$ cat src/logic/ocr_pkg.sv
// constants shared by the overcurrent / amplifier configuration bank
// assumes one 50 MHz clock and an APB master with 32-bit data
//
// Functional notes
// RQ1: retry select picks 8 ms or 50 us
// RQ2: dead-band code picks 50/100/200/400 ns
// RQ3: response 00 latches fault until cleared
// RQ4: response 01 auto-clears fault and retries
// RQ5: response 10 flags only, no output action
// RQ6: response 11 neither reports nor acts
// RQ7: filter code picks 1/2/4/8 us persistence
// RQ8: overcurrent register reset defaults as specified
// RQ9: source bit 1 also forces sense ref
// RQ10: reference halving bit, reset value one
// RQ11: sense ref picks low-side measurement path
// RQ12: gain code picks 5/10/20/40, reset 20
// RQ13: shunt disable bit suppresses shunt fault
// RQ14: per-channel bits short amplifier inputs
// RQ15: shunt trip code 0.25..1 V, reset 1 V
// RQ16: calibration method bit, manual at reset
// RQ17: cycle-clear in mode 01 clears on PWM
// RQ18: registers read back last written value; current_sense_amp_control reads bit 8 as one once bit 10 is written one
package ocr_pkg;
  // register indices; byte address is four times the index
  localparam logic [5:0] IDX_AUX   = 6'h04;  // cycle-clear and fault clear
  localparam logic [5:0] IDX_OCP   = 6'h05;  // overcurrent_protection_control
  localparam logic [5:0] IDX_CSA   = 6'h06;  // current_sense_amp_control
  localparam logic [5:0] IDX_CAL   = 6'h07;  // amp_calibration_config
  localparam logic [5:0] IDX_STS   = 6'h08;  // sticky event status, write one to clear
  localparam logic [5:0] IDX_MASK  = 6'h09;  // interrupt mask
  localparam logic [5:0] IDX_STATE = 6'h0A;  // live fault state, read only
  localparam int REG_W = 11;                 // width of config registers
  // reset values
  localparam logic [10:0] RST_OCP  = 11'h169;  // 0 01 01 10 1001
  localparam logic [10:0] RST_CSA  = 11'h283;  // 0 1 0 10 0 000 11
  localparam logic [10:0] RST_CAL  = 11'h000;
  localparam logic        RST_CBC  = 1'b1;
  // field positions
  localparam int OCP_RETRY = 10;
  localparam int OCP_DEAD  = 8;   // [9:8]
  localparam int OVERCURRENT_RESPONSE_SEL  = 6;   // [7:6]
  localparam int OVERCURRENT_FILTER_SEL   = 4;   // [5:4]
  localparam int CSA_SRC   = 10;
  localparam int CSA_HALF  = 9;
  localparam int CSA_LSREF = 8;
  localparam int AMP_GAIN_SEL  = 6;   // [7:6]
  localparam int CSA_DIS   = 5;
  localparam int CSA_CALA  = 4;
  localparam int CSA_CALB  = 3;
  localparam int CSA_CALC  = 2;
  localparam int AUX_CBC   = 0;
  localparam int AUX_CLR   = 1;
  // response modes
  localparam logic [1:0] MODE_LATCH  = 2'b00;
  localparam logic [1:0] MODE_RETRY  = 2'b01;
  localparam logic [1:0] MODE_REPORT = 2'b10;
  localparam logic [1:0] MODE_OFF    = 2'b11;
  // timing, figures as printed then cycles at the clock rate
  localparam int CLK_MHZ = 50;
  localparam int DEAD_NS [4] = '{50, 100, 200, 400};
  localparam int DEG_US [4]  = '{1, 2, 4, 8};
  localparam int RETRY_SHORT_US = 50;
  localparam int RETRY_LONG_MS  = 8;
  localparam int RETRY_SHORT_CYC = RETRY_SHORT_US * CLK_MHZ;
  localparam int RETRY_LONG_CYC  = RETRY_LONG_MS * 1000 * CLK_MHZ;
  localparam int DEG_CW   = 9;    // filter counter width
  localparam int RETRY_CW = 19;   // retry counter width
  localparam int DEAD_CW  = 5;    // dead-band cycle count width
  // fault channel states, one-bit gray path
  typedef enum logic {OCR_IDLE = 1'b0, OCR_FAULT = 1'b1} ocr_state_type;
endpackage : ocr_pkg

$ cat src/logic/ocr_config_regs.sv
// overcurrent and current-sense amplifier configuration bank on APB
// assumes APB master on clk_sys; detector inputs synchronous to clk_sys
//
// The APB register port was left to the implementer.
`timescale 1ns/1ps
module ocr_config_regs #(
  parameter int RETRY_LONG_CYCLES = ocr_pkg::RETRY_LONG_CYC   // shorten in simulation
) (
  input  wire logic        clk_sys,
  input  wire logic        nrst,
  input  wire logic        psel,
  input  wire logic        penable,
  input  wire logic        pwrite,
  input  wire logic [7:0]  paddr,
  input  wire logic [31:0] pwdata,
  output wire logic [31:0] prdata,
  output wire logic        pready,
  output wire logic        pslverr,
  input  wire logic        drain_source_overcurrent,
  input  wire logic        shunt_overcurrent,
  input  wire logic        pwm_new_cycle,
  output wire logic        retry_interval_sel,
  output wire logic [4:0]  dead_band_cycles,
  output wire logic [1:0]  overcurrent_response_sel,
  output wire logic [1:0]  overcurrent_filter_sel,
  output wire logic [3:0]  drain_source_threshold_sel,
  output wire logic        amp_input_source_sel,
  output wire logic        ref_halving_sel,
  output wire logic        low_side_sense_ref_sel,
  output wire logic [1:0]  amp_gain_sel,
  output wire logic        shunt_fault_disable,
  output wire logic        amp_a_offset_cal,
  output wire logic        amp_b_offset_cal,
  output wire logic        amp_c_offset_cal,
  output wire logic [1:0]  shunt_trip_level_sel,
  output wire logic        cal_method_sel,
  output wire logic        gate_shutdown,
  output wire logic [1:0]  fault_report,
  output wire logic        irq
);
  localparam logic [ocr_pkg::RETRY_CW-1:0] RETRY_LONG  = ocr_pkg::RETRY_CW'(RETRY_LONG_CYCLES);
  localparam logic [ocr_pkg::RETRY_CW-1:0] RETRY_SHORT = ocr_pkg::RETRY_CW'(ocr_pkg::RETRY_SHORT_CYC);

  ////////////////////////////////////////////////////////////////////////
  // storage
  logic [10:0] ocp_ff;     // overcurrent_protection_control
  logic [10:0] csa_ff;     // current_sense_amp_control
  logic [10:0] cal_ff;     // amp_calibration_config
  logic        cbc_ff;     // cycle_clear_enable
  logic [1:0]  sts_ff;     // sticky events: bit0 drain-source, bit1 shunt
  logic [1:0]  mask_ff;    // interrupt enables, same layout
  logic [10:0] nxt_csa;

  ////////////////////////////////////////////////////////////////////////
  // apb decode; zero wait states, unmapped index answers with pslverr
  wire [5:0] idx      = paddr[7:2];
  wire       acc      = psel && penable;
  wire       wr       = acc && pwrite;
  wire       hit_aux  = (idx == ocr_pkg::IDX_AUX);
  wire       hit_ocp  = (idx == ocr_pkg::IDX_OCP);
  wire       hit_csa  = (idx == ocr_pkg::IDX_CSA);
  wire       hit_cal  = (idx == ocr_pkg::IDX_CAL);
  wire       hit_sts  = (idx == ocr_pkg::IDX_STS);
  wire       hit_mask = (idx == ocr_pkg::IDX_MASK);
  wire       hit_st   = (idx == ocr_pkg::IDX_STATE);
  wire       mapped   = hit_aux || hit_ocp || hit_csa || hit_cal || hit_sts || hit_mask || hit_st;
  wire       wr_ocp   = wr && hit_ocp;
  wire       wr_csa   = wr && hit_csa;
  wire       wr_cal   = wr && hit_cal;
  wire       wr_aux   = wr && hit_aux;
  wire       wr_sts   = wr && hit_sts;
  wire       wr_mask  = wr && hit_mask;
  // fault clear is a pulse from writing one; it is not stored
  wire       clear_req = wr_aux && pwdata[ocr_pkg::AUX_CLR];

  assign pready  = 1'b1;
  assign pslverr = acc && !mapped;

  ////////////////////////////////////////////////////////////////////////
  // selecting the phase node as amplifier input drags the sense ref along
  assign nxt_csa = pwdata[ocr_pkg::CSA_SRC] ? (pwdata[10:0] | 11'h100) : pwdata[10:0];  // RQ9

  // configuration registers
  always_ff @(posedge clk_sys or negedge nrst) begin
    if (!nrst) begin
      ocp_ff <= ocr_pkg::RST_OCP;   // RQ8
      csa_ff <= ocr_pkg::RST_CSA;   // RQ10 RQ12 RQ15
      cal_ff <= ocr_pkg::RST_CAL;   // RQ16
      cbc_ff <= ocr_pkg::RST_CBC;
    end else begin
      if (wr_ocp) begin
        ocp_ff <= pwdata[10:0];     // RQ18
      end
      if (wr_csa) begin
        csa_ff <= nxt_csa;
      end
      if (wr_cal) begin
        cal_ff <= pwdata[10:0];     // reserved bits kept as written
      end
      if (wr_aux) begin
        cbc_ff <= pwdata[ocr_pkg::AUX_CBC];
      end
    end
  end

  ////////////////////////////////////////////////////////////////////////
  // field outputs straight from the register bits
  assign retry_interval_sel         = ocp_ff[ocr_pkg::OCP_RETRY];
  assign overcurrent_response_sel   = ocp_ff[ocr_pkg::OVERCURRENT_RESPONSE_SEL +: 2];
  assign overcurrent_filter_sel     = ocp_ff[ocr_pkg::OVERCURRENT_FILTER_SEL +: 2];
  assign drain_source_threshold_sel = ocp_ff[3:0];
  assign amp_input_source_sel       = csa_ff[ocr_pkg::CSA_SRC];
  assign ref_halving_sel            = csa_ff[ocr_pkg::CSA_HALF];    // RQ10
  assign low_side_sense_ref_sel     = csa_ff[ocr_pkg::CSA_LSREF];   // RQ11
  assign amp_gain_sel               = csa_ff[ocr_pkg::AMP_GAIN_SEL +: 2];  // RQ12
  assign shunt_fault_disable        = csa_ff[ocr_pkg::CSA_DIS];
  assign amp_a_offset_cal           = csa_ff[ocr_pkg::CSA_CALA];    // RQ14
  assign amp_b_offset_cal           = csa_ff[ocr_pkg::CSA_CALB];    // RQ14
  assign amp_c_offset_cal           = csa_ff[ocr_pkg::CSA_CALC];    // RQ14
  assign shunt_trip_level_sel       = csa_ff[1:0];                  // RQ15
  assign cal_method_sel             = cal_ff[0];                    // RQ16

  ////////////////////////////////////////////////////////////////////////
  // dead band: least time, rounded up to whole cycles
  function automatic logic [4:0] dead_cyc(input int ns);
    dead_cyc = 5'((ns * ocr_pkg::CLK_MHZ + 999) / 1000);
  endfunction : dead_cyc

  wire [1:0] dead_code = ocp_ff[ocr_pkg::OCP_DEAD +: 2];
  assign dead_band_cycles = (dead_code == 2'b00) ? dead_cyc(ocr_pkg::DEAD_NS[0]) :   // RQ2
                            (dead_code == 2'b01) ? dead_cyc(ocr_pkg::DEAD_NS[1]) :
                            (dead_code == 2'b10) ? dead_cyc(ocr_pkg::DEAD_NS[2]) :
                                                   dead_cyc(ocr_pkg::DEAD_NS[3]);

  // persistence window in cycles for the selected filter code
  wire [ocr_pkg::DEG_CW-1:0] deg_target =
    ocr_pkg::DEG_CW'(ocr_pkg::DEG_US[overcurrent_filter_sel] * ocr_pkg::CLK_MHZ);  // RQ7

  // retry interval applies to both fault sources
  wire [ocr_pkg::RETRY_CW-1:0] retry_cycles = retry_interval_sel ? RETRY_SHORT : RETRY_LONG;  // RQ1

  ////////////////////////////////////////////////////////////////////////
  // detector chains; a disabled shunt fault never reaches its filter
  wire shunt_raw = shunt_overcurrent && !shunt_fault_disable;   // RQ13
  wire ds_qual;
  wire sh_qual;
  wire ds_flag;
  wire sh_flag;
  wire ds_shut;
  wire sh_shut;
  wire ds_event;
  wire sh_event;

  ocr_deglitch #(.CW(ocr_pkg::DEG_CW)) u_deg_ds (
    .clk_sys (clk_sys),
    .nrst    (nrst),
    .raw     (drain_source_overcurrent),
    .target  (deg_target),
    .qual    (ds_qual)
  );

  ocr_deglitch #(.CW(ocr_pkg::DEG_CW)) u_deg_sh (
    .clk_sys (clk_sys),
    .nrst    (nrst),
    .raw     (shunt_raw),
    .target  (deg_target),
    .qual    (sh_qual)
  );

  ocr_fault_ch u_ch_ds (
    .clk_sys            (clk_sys),
    .nrst               (nrst),
    .trip               (ds_qual),
    .mode               (overcurrent_response_sel),
    .cycle_clear_enable (cbc_ff),
    .pwm_new_cycle      (pwm_new_cycle),
    .clear_req          (clear_req),
    .retry_cycles       (retry_cycles),
    .fault_flag         (ds_flag),
    .shutdown           (ds_shut),
    .event_pulse        (ds_event)
  );

  ocr_fault_ch u_ch_sh (
    .clk_sys            (clk_sys),
    .nrst               (nrst),
    .trip               (sh_qual),
    .mode               (overcurrent_response_sel),
    .cycle_clear_enable (cbc_ff),
    .pwm_new_cycle      (pwm_new_cycle),
    .clear_req          (clear_req),
    .retry_cycles       (retry_cycles),
    .fault_flag         (sh_flag),
    .shutdown           (sh_shut),
    .event_pulse        (sh_event)
  );

  assign gate_shutdown = ds_shut || sh_shut;   // RQ3 RQ4
  assign fault_report  = {sh_flag, ds_flag};

  ////////////////////////////////////////////////////////////////////////
  // interrupt status: a new event wins over a write-one clear in one cycle
  wire [1:0] evt     = {sh_event, ds_event};
  wire [1:0] w1c     = wr_sts ? pwdata[1:0] : 2'b00;
  wire [1:0] nxt_sts = (sts_ff & ~w1c) | evt;

  // status and mask registers
  always_ff @(posedge clk_sys or negedge nrst) begin
    if (!nrst) begin
      sts_ff  <= 2'b00;
      mask_ff <= 2'b00;
    end else begin
      sts_ff <= nxt_sts;
      if (wr_mask) begin
        mask_ff <= pwdata[1:0];
      end
    end
  end

  assign irq = |(sts_ff & mask_ff);

  ////////////////////////////////////////////////////////////////////////
  // read mux; unmapped reads return zero
  assign prdata = hit_aux  ? {31'h0000_0000, cbc_ff} :
                  hit_ocp  ? {21'h00_0000, ocp_ff} :
                  hit_csa  ? {21'h00_0000, csa_ff} :   // RQ18
                  hit_cal  ? {21'h00_0000, cal_ff} :
                  hit_sts  ? {30'h0000_0000, sts_ff} :
                  hit_mask ? {30'h0000_0000, mask_ff} :
                  hit_st   ? {29'h0000_0000, gate_shutdown, sh_flag, ds_flag} :
                             32'h0000_0000;
endmodule : ocr_config_regs

$ cat src/logic/ocr_deglitch.sv
// persistence filter for one raw overcurrent detector
// assumes the raw input is synchronous to clk_sys
`timescale 1ns/1ps
module ocr_deglitch #(
  parameter int CW = 9
) (
  input  wire logic          clk_sys,
  input  wire logic          nrst,
  input  wire logic          raw,
  input  wire logic [CW-1:0] target,
  output wire logic          qual
);
  logic [CW-1:0] cnt_ff;   // cycles the condition has persisted
  logic [CW-1:0] nxt_cnt;

  ////////////////////////////////////////////////////////////////////////
  // any drop of the raw level restarts the count, so glitches never add up
  assign nxt_cnt = !raw ? '0 : (cnt_ff == target) ? cnt_ff : cnt_ff + 1'b1;  // RQ7
  assign qual    = raw && (cnt_ff == target);

  // counter register
  always_ff @(posedge clk_sys or negedge nrst) begin
    if (!nrst) begin
      cnt_ff <= '0;
    end else begin
      cnt_ff <= nxt_cnt;
    end
  end
endmodule : ocr_deglitch

$ cat src/logic/ocr_fault_ch.sv
// fault response for one overcurrent source: latch, retry, report or ignore
// assumes trip is a filtered level and pwm_new_cycle a one-cycle pulse
`timescale 1ns/1ps
module ocr_fault_ch (
  input  wire logic                          clk_sys,
  input  wire logic                          nrst,
  input  wire logic                          trip,
  input  wire logic [1:0]                    mode,
  input  wire logic                          cycle_clear_enable,
  input  wire logic                          pwm_new_cycle,
  input  wire logic                          clear_req,
  input  wire logic [ocr_pkg::RETRY_CW-1:0]  retry_cycles,
  output wire logic                          fault_flag,
  output wire logic                          shutdown,
  output wire logic                          event_pulse
);
  ocr_pkg::ocr_state_type          state_ff;   // idle or faulted
  ocr_pkg::ocr_state_type          nxt_state;
  logic [ocr_pkg::RETRY_CW-1:0]    timer_ff;   // retry countdown
  logic [ocr_pkg::RETRY_CW-1:0]    nxt_timer;
  logic                            leave;      // condition that ends the fault

  ////////////////////////////////////////////////////////////////////////
  // mode 11 never enters a fault, so nothing is reported or acted on
  assign event_pulse = (state_ff == ocr_pkg::OCR_IDLE) && trip && (mode != ocr_pkg::MODE_OFF);  // RQ6

  // exit conditions per mode; a timer that ran down while latched must not
  // strand a fault once software switches the response to retry
  always_comb begin
    case (mode)
      ocr_pkg::MODE_LATCH:  leave = clear_req;                                   // RQ3
      ocr_pkg::MODE_RETRY:  leave = (timer_ff < 2) || (cycle_clear_enable && pwm_new_cycle);  // RQ4 RQ17
      ocr_pkg::MODE_REPORT: leave = clear_req;
      default:              leave = 1'b1;   // mode changed to off while faulted
    endcase
  end

  // state and timer next values
  always_comb begin
    nxt_state = state_ff;
    nxt_timer = timer_ff;
    case (state_ff)
      ocr_pkg::OCR_IDLE: begin
        if (event_pulse) begin
          nxt_state = ocr_pkg::OCR_FAULT;
          nxt_timer = retry_cycles;   // RQ1
        end
      end
      ocr_pkg::OCR_FAULT: begin
        if (leave) begin
          nxt_state = ocr_pkg::OCR_IDLE;
        end
        if (timer_ff != 0) begin
          nxt_timer = timer_ff - 1'b1;
        end
      end
      default: begin
        nxt_state = ocr_pkg::OCR_IDLE;
      end
    endcase
  end

  // registers
  always_ff @(posedge clk_sys or negedge nrst) begin
    if (!nrst) begin
      state_ff <= ocr_pkg::OCR_IDLE;
      timer_ff <= '0;
    end else begin
      state_ff <= nxt_state;
      timer_ff <= nxt_timer;
    end
  end

  // report-only mode keeps the flag but never drives outputs off
  assign fault_flag = (state_ff == ocr_pkg::OCR_FAULT);
  assign shutdown   = fault_flag && !mode[1];   // RQ5
endmodule : ocr_fault_ch

$ cat config.mk
export PLATFORM = sky130hd
export DESIGN_NAME = ocr_config_regs
export DESIGN_NICKNAME = d
export VERILOG_FILES = /design/src/logic/ocr_pkg.sv /design/src/logic/ocr_config_regs.sv /design/src/logic/ocr_deglitch.sv /design/src/logic/ocr_fault_ch.sv
export SDC_FILE = /design/constraint.sdc
export NUM_CORES = 1
export LEC_CHECK = 0
export BUFFER_PORTS_ARGS = -buffer_cell sky130_fd_sc_hd__buf_2
export CAP_MARGIN = 10
export CORE_MARGIN = 2
export CORE_UTILIZATION = 49
export CTS_BUF_LIST = sky130_fd_sc_hd__clkbuf_16
export DETAILED_ROUTE_END_ITERATION = 6
export MAX_ROUTING_LAYER = met4
export PLACE_DENSITY_LB_ADDON = 0.12
export SLEW_MARGIN = 20
export SYNTH_ARGS = -nofsm -noshare
export SYNTH_HDL_FRONTEND = slang
export SYNTH_SLANG_ARGS = --single-unit
$ cat constraint.sdc
create_clock -name clk_sys -period 4 [get_ports clk_sys]
set_input_delay 0.2 -clock clk_sys [delete_from_list [all_inputs] [get_ports clk_sys]]
set_output_delay 0.2 -clock clk_sys [all_outputs]
set_load 0.01 [all_outputs]
# Word-level counts from Yosys, hierarchy flattened
# Index checks and enable logic that the tools add are counted.
# Widths: inputs -> output; s select.
[op_classes]
add_sub_neg = 4
mul = 1
n_lt_le_gt_ge = 3
n_eq_ne = 20
n_mux = 34
n_bitwise = 7
n_reduce_logical = 40
[ops]
columns = ["cell", "count"]
rows = [
  ["$mux 19", 5],
  ["$pmux 19 s2", 2],
  ["$bmux 32 s2", 1],
  ["$mux 32", 2],
  ["$mux 11", 5],
  ["$lt 19x2->1 const B", 2],
  ["$reduce_bool 19->1", 2],
  ["$sub 19x1->19 const B", 2],
  ["$mux 9", 4],
  ["$mul 32x6->8 const B", 1],
  ["$eq 6x3->1 const B", 4],
  ["$logic_and 1x1->1", 20],
  ["$add 9x1->9 const B", 2],
  ["$eq 6x4->1 const B", 3],
  ["$eq 9x9->1", 2],
  ["$mux 5", 3],
  ["$ne 2x2->1 const B", 7],
  ["$logic_or 1x1->1", 9],
  ["$mux 3", 3],
  ["$pmux 1 s2", 4],
  ["$and 2x2->2", 2],
  ["$eq 2x1->1 const B", 2],
  ["$eq 2x2->1 const B", 2],
  ["$logic_not 2->1", 2],
  ["10 further kinds", 18],
]
[totals]
regBits = 96
input_bits = 48

# Longest topological paths before layout
[depth]
depth_word = 11
ltp_mapped = 9
mapped_depth_nobuf = 7

# Modules after synthesis
# Synthesis repeated with hierarchy kept, for this count alone.
[unflattened]
hier_cells = 635
area_unflattened_um2 = 6184.7
[by_module_without_submodules]
columns = ["mod", "instances", "cells_each", "area_per_inst_um2"]
rows = [
  ["ocr_fault_ch", 2, 141, 1302.5],
  ["ocr_config_regs", 1, 217, 2308.5],
  ["ocr_deglitch", 2, 68, 635.6],
]

# Worst setup path before layout
# No wires, ideal clock.
[synth_path]
path_type = "reg2reg"
startpoint = "register ocp_ff[5]"
endpoint = "register u_ch_sh.timer_ff[6] in the netlist's numbering"
setup_time_ps = 126
arrival_ps = 2189
required_ps = 3874
setup_slack_ps = 1685
path_stages_with_launch = 8
synth_period_minus_slack_ps = 2315
cell_sequence = "dfstp_2 > inv_1 > ha_1 > nor3b_1 > o22ai_1 > nor4_4 > nor2_2 > a221o_1"
[synth_between]
elab_chain_len = 11
[synth_rtl]
columns = ["item", "line", "rtl"]
rows = [
  ["start: declaration", "ocr_config_regs.sv:46", "logic [10:0] ocp_ff;"],
  ["start signal: assignment", "ocr_config_regs.sv:86", "ocp_ff <= ocr_pkg::RST_OCP;"],
  ["start signal: assignment", "ocr_config_regs.sv:92", "ocp_ff <= pwdata[10:0];"],
  ["$not 2->3 (implied by the code)", "ocr_config_regs.sv:137", "ocr_pkg::DEG_CW'(ocr_pkg::DEG_US[overcurrent_filter_sel] * ocr_pkg::CLK_MHZ);"],
  ["$bmux 32 s2", "ocr_config_regs.sv:137", ""],
  ["$mux 32 (implied by the code) (2 in a row)", "ocr_config_regs.sv:137", ""],
  ["$mul 32x6->8", "ocr_config_regs.sv:137", ""],
  ["$eq 9x9->1", "ocr_deglitch.sv:19", "assign qual = raw && (cnt_ff == target);"],
  ["$logic_and 1x1->1", "ocr_deglitch.sv:19", ""],
  ["$logic_and 1x1->1 (2 in a row)", "ocr_fault_ch.sv:25", "assign event_pulse = (state_ff == ocr_pkg::OCR_IDLE) && trip && (mode != ocr_pkg::MODE_OFF);"],
  ["$ne 2x2->1 (no line)", "--", ""],
  ["$reduce_and 2->1 (no line)", "--", ""],
  ["end signal: assignment", "ocr_fault_ch.sv:70", "timer_ff <= nxt_timer;"],
  ["end: declaration", "ocr_fault_ch.sv:19", "logic [ocr_pkg::RETRY_CW-1:0] timer_ff;"],
]
# Every way passes these cells. The select of a mux whose other input is x is not followed.
# A chain may end at the register's enable or synchronous reset.

# Worst setup path after layout
[layout_path]
startpoint = "register ocp_ff[5]"
endpoint = "register u_ch_ds.timer_ff[17] in the netlist's numbering"
[layout_between]
elab_chain_len = 11
[layout_rtl]
columns = ["item", "line"]
rows = [
  ["$not 2->3 (implied by the code)", "ocr_config_regs.sv:137"],
  ["$bmux 32 s2", "ocr_config_regs.sv:137"],
  ["$mux 32 (implied by the code) (2 in a row)", "ocr_config_regs.sv:137"],
  ["$mul 32x6->8", "ocr_config_regs.sv:137"],
  ["$eq 9x9->1", "ocr_deglitch.sv:19"],
  ["$logic_and 1x1->1", "ocr_deglitch.sv:19"],
  ["$logic_and 1x1->1 (2 in a row)", "ocr_fault_ch.sv:25"],
  ["$ne 2x2->1 (no line)", "--"],
  ["$reduce_and 2->1 (no line)", "--"],
  ["end signal: assignment", "ocr_fault_ch.sv:70"],
  ["end: declaration", "ocr_fault_ch.sv:19"],
]
# Every way passes these cells. The select of a mux whose other input is x is not followed.

==> implementation parameters <==
Parameter                              Value

Global route
  Maximum number of pins on one net before global-route repair ... 64
  Initial antenna violation count ... 0
  Combined global-route utilization of all metal layers ... a little over a fifth
  Number of global-route vias before repair ... 4239
  First-pass GRT wire length ... 20.89 mm
  Final global-route overflow total ... 0

Die
  Number of top-level pins ... 112
  Number of standard-cell rows in the floorplan ... 39
  Die ar. ... 12320 sq um
  Starting Density ... between 40 and 50%
  Height of the die ... 111.0 microns
  Die extent in x ... 111.0 microns
  Core area ... 11270 sq um

Logic synthesis
  Synth Register Bits ... 96
  Fraction of registers with async set or reset after synthesis ... 100.0%
  Count of mapped cells out of synthesis ... 565
  Dominant register cell in the synthesized netlist ... sky130_fd_sc_hd__dfrtp_1
  Top cell type's share of synthesized area ... 38.38%
  Yosys top cell by area ... sky130_fd_sc_hd__dfrtp_1
  Post-synth EDFFs ... 0
  Leading cell types by total area after synthesis ... sky130_fd_sc_hd__dfrtp_1, sky130_fd_sc_hd__mux2_2, sky130_fd_sc_hd__dfstp_2
  Total standard cell area after synthesis ... 5608 sq um
  Post-synthesis sequential area ratio ... 43.06%
  Yosys Warn Count ... 0
  Count of cell types in the netlist ... 72
  Syn avg cell area ... 9.925 sq um

STA
  Worst Tran Pin Value ... 0.8537 ns
  Max Freq ... between 0.3 and 0.4 GHz
  RSZ-0062 raised after global routing ... false
  Period utilisation layout ... 68.87%
  Worst setup skew after layout ... about 0.0079 ns
  Max transition margin ... 42.89%
  Worst hold slack ... just under 0.09 ns
  Final Max Slew Viols ... 0
  Fin crit period ... 2.755 ns
  Final Setup Violations ... 0
  Total negative slack ... 0 ns
  Final count of hold timing violations ... 0

Finish
  Number of inserted diodes ... 0
  Filler Cells Inserted ... 1006
  Post-layout net count ... 670
  Area grow syn2layout ... 10.20%
  Layout cells sized above 1 ... 24.07%
  Final core utilization ... 54.82%

Setup path
  Cell Chain, Critical Path ... inv_1 -> ha_1 -> nor3b_1 -> o22ai_1 -> nor3_1 -> nand3b_1 -> o211a_1
  Category of the worst setup path capture point ... register
  Largest driver fanout on the critical path ... 9
  Maximum single-stage delay on the critical path ... between 0.6 and 0.7 ns
  Data arrival time of the critical path ... 2.99 ns
  Library cell contributing the largest single delay on the critical path ... sky130_fd_sc_hd__dfstp_2
  Startpoint class of the critical path ... register
  Worst setup path category ... register to register
  Reg2Reg Setup Slack ... roughly 1.2 ns
  Required arrival time at the worst endpoint ... 4.24 ns

Placement
  Port Buffers ... 66
  Placer congestion estimate ... about 0.8
  Detailed placer's ending HPWL ... about 8.6 mm

Power and ir drop
  Peak VDD IR ... 341.1 uV
  Leak Pwr ... 0.002701 uW
  Power density normalized to cell area ... 453.6 nW/um^2
  Total power after layout ... ~2800 uW

Routing
  DRC violation total after the first TritonRoute iteration ... 197
  Residual DRC count ... 0
  Routed vias ... around 4.3k
  Total wire length after detailed routing ... 12.27 mm
  Detailed-routing iteration count for the pre-antenna-repair pass ... 4
  Routed wire length per instance ... ~16 microns
  Post-DR vias/cell ... 5.703
  Number of nets with antenna violations after routing ... 0

CTS
  Clock root buffer ... sky130_fd_sc_hd__clkbuf_16
  CTS clock-pin slew for the worst setup and hold paths ... 0.06 ns
  Worst skew pair latency ... 0.35 ns
  CTS Hold Bufs ... 1
  Total CTS buffers ... 9
  Clock tree from TritonCTS ... built
  Post-CTS sizing ... 0
  Post-CTS setup buffer count ... 0
  CTS sink cnt ... 96
  CTS H-tree lvls ... 3
  Max Root-Sink Buffers ... 2

Job
  Reported max-cap violation count ... 0

Run status
  Status ... finished, final reports clean

Min path
  Class of the tightest hold or removal check ... input port to register
==> cells in the final DEF, fill, tap and decap left out, drive strengths merged, types with 5 or more instances in the layout <==
cell type and count:
a211oi 7, a21oi 16, a22oi 9, a31oi 6, and2 11, buf 70
clkbuf 9, conb 22, dfrtp 86, dfstp 10, ha 8, inv 15
mux2 42, mux2i 7, nand2 31, nand2b 6, nand3 23, nand4 6
nor2 48, nor2b 7, nor3 20, nor3b 7, nor4 10, o21ai 27
o31ai 5, or3 20, xnor2 22, xor2 9
==> power by group <==
| part | switching (uW) | internal (uW) | total [uW] |
|---|---|---|---|
| Clock | 373 | 475 | 848 |
| Sequential | 212 | 1120 | 1330 |
| Combinational | 351 | 272 | 623 |
| Total | 936 | 1870 | 2800 |
==> final cells by class <==
cell class | instances | area, sq um | share of cell area (%)
clock buffers | 9 | 225.2 | 3.644
clock inverters | 7 | 57.56 | 0.9314
inverters | 11 | 41.29 | 0.6682
multi-input cells | 425 | 2889 | 46.75
flip-flops and latches | 96 | 2415 | 39.08
well taps | 143 | 178.9 | 2.895
repair buffers | 71 | 372.9 | 6.034
==> through the flow <==
stage	setup slack [ns]	std cells	area, sq um
CTS	1.175	762	6180
finish	1.245	762	6180
floorplan	1.685	585	5683
global placement	1.215	745	5887
detailed placement	1.187	745	5887
global route	0.9517	762	6180
==> metal layers <==
metal	GRT usage, %	wire [microns]	vias up
met5	-	0	-
met4	7.417	176	0
met3	2.898	372	15
met1	29.27	6062	2150
li1	-	-	2096
met2	32.27	5656	85
==> worst max-delay path, delay by kind of cell, from the launching register on <==
kind                       cells  cell delay (ns)
AOI/OAI and AO/OA              2             0.39
adders and majority gates      1             0.33
buffers and inverters          1             0.10
DFF                            1             0.62
and+or+nand+nor                3             1.20
==> cells in the mapped netlist (5+ instances only) <==
cell                        n
sky130_fd_sc_hd__a211oi_1   7
sky130_fd_sc_hd__a21oi_1   16
sky130_fd_sc_hd__a22oi_1    9
sky130_fd_sc_hd__a31oi_1    6
sky130_fd_sc_hd__and2_1    11
sky130_fd_sc_hd__buf_2      6
sky130_fd_sc_hd__buf_4     33
sky130_fd_sc_hd__clkbuf_1  12
sky130_fd_sc_hd__dfrtp_1   86
sky130_fd_sc_hd__dfstp_2   10
sky130_fd_sc_hd__ha_1       8
sky130_fd_sc_hd__inv_1     11
sky130_fd_sc_hd__mux2_2    42
sky130_fd_sc_hd__mux2i_1    7
sky130_fd_sc_hd__nand2_1   31
sky130_fd_sc_hd__nand2b_1   6
sky130_fd_sc_hd__nand3_1   23
sky130_fd_sc_hd__nand4_1    5
sky130_fd_sc_hd__nor2_1    47
sky130_fd_sc_hd__nor2b_1    7
sky130_fd_sc_hd__nor3_1    19
sky130_fd_sc_hd__nor3b_1    7
sky130_fd_sc_hd__nor4_1     7
sky130_fd_sc_hd__o21ai_0   25
sky130_fd_sc_hd__o31ai_1    5
sky130_fd_sc_hd__or3_1     16
sky130_fd_sc_hd__xnor2_1   22
sky130_fd_sc_hd__xor2_1     9
==> cells by family (layout without fill, tap and decap cells) <==
kind of cell	count (synthesis)	count (layout)	share of synthesized area, %
other cells	2	22	0.1339
xor+xnor	31	31	4.842
fa+ha+maj	8	8	1.785
mux	49	49	9.683
buf+inv	64	98	6.760
compound gates	100	100	12.23
simple gates	215	215	21.51
flops	96	96	43.06
==> state kept, by name (all words and copies together), names as in the netlist, 9 cells and up <==
signal / count
u_ch_ds.timer_ff: 19
u_ch_sh.timer_ff: 19
cal_ff: 11
csa_ff: 11
ocp_ff: 11
u_deg_ds.cnt_ff: 9
u_deg_sh.cnt_ff: 9
==> worst paths after layout <==
kind                                  startpoint  cells past startpoint                               end
max                        ocp_ff[5]$_DFFE_PN1P_                      7  u_ch_ds.timer_ff[17]$_DFFE_PN0P_
min reg2reg                cal_ff[2]$_DFFE_PN0P_                      1             cal_ff[2]$_DFFE_PN0P_
min in group asynchronous                   nrst                      2    u_deg_sh.cnt_ff[6]$_DFFE_PN0P_
max reg2reg                ocp_ff[5]$_DFFE_PN1P_                      7  u_ch_ds.timer_ff[17]$_DFFE_PN0P_
min                                    pwdata[4]                      3             ocp_ff[4]$_DFFE_PN0P_
max in group asynchronous                   nrst                      3   u_ch_ds.timer_ff[3]$_DFFE_PN0P_
(Power assumes the default switching activity.)
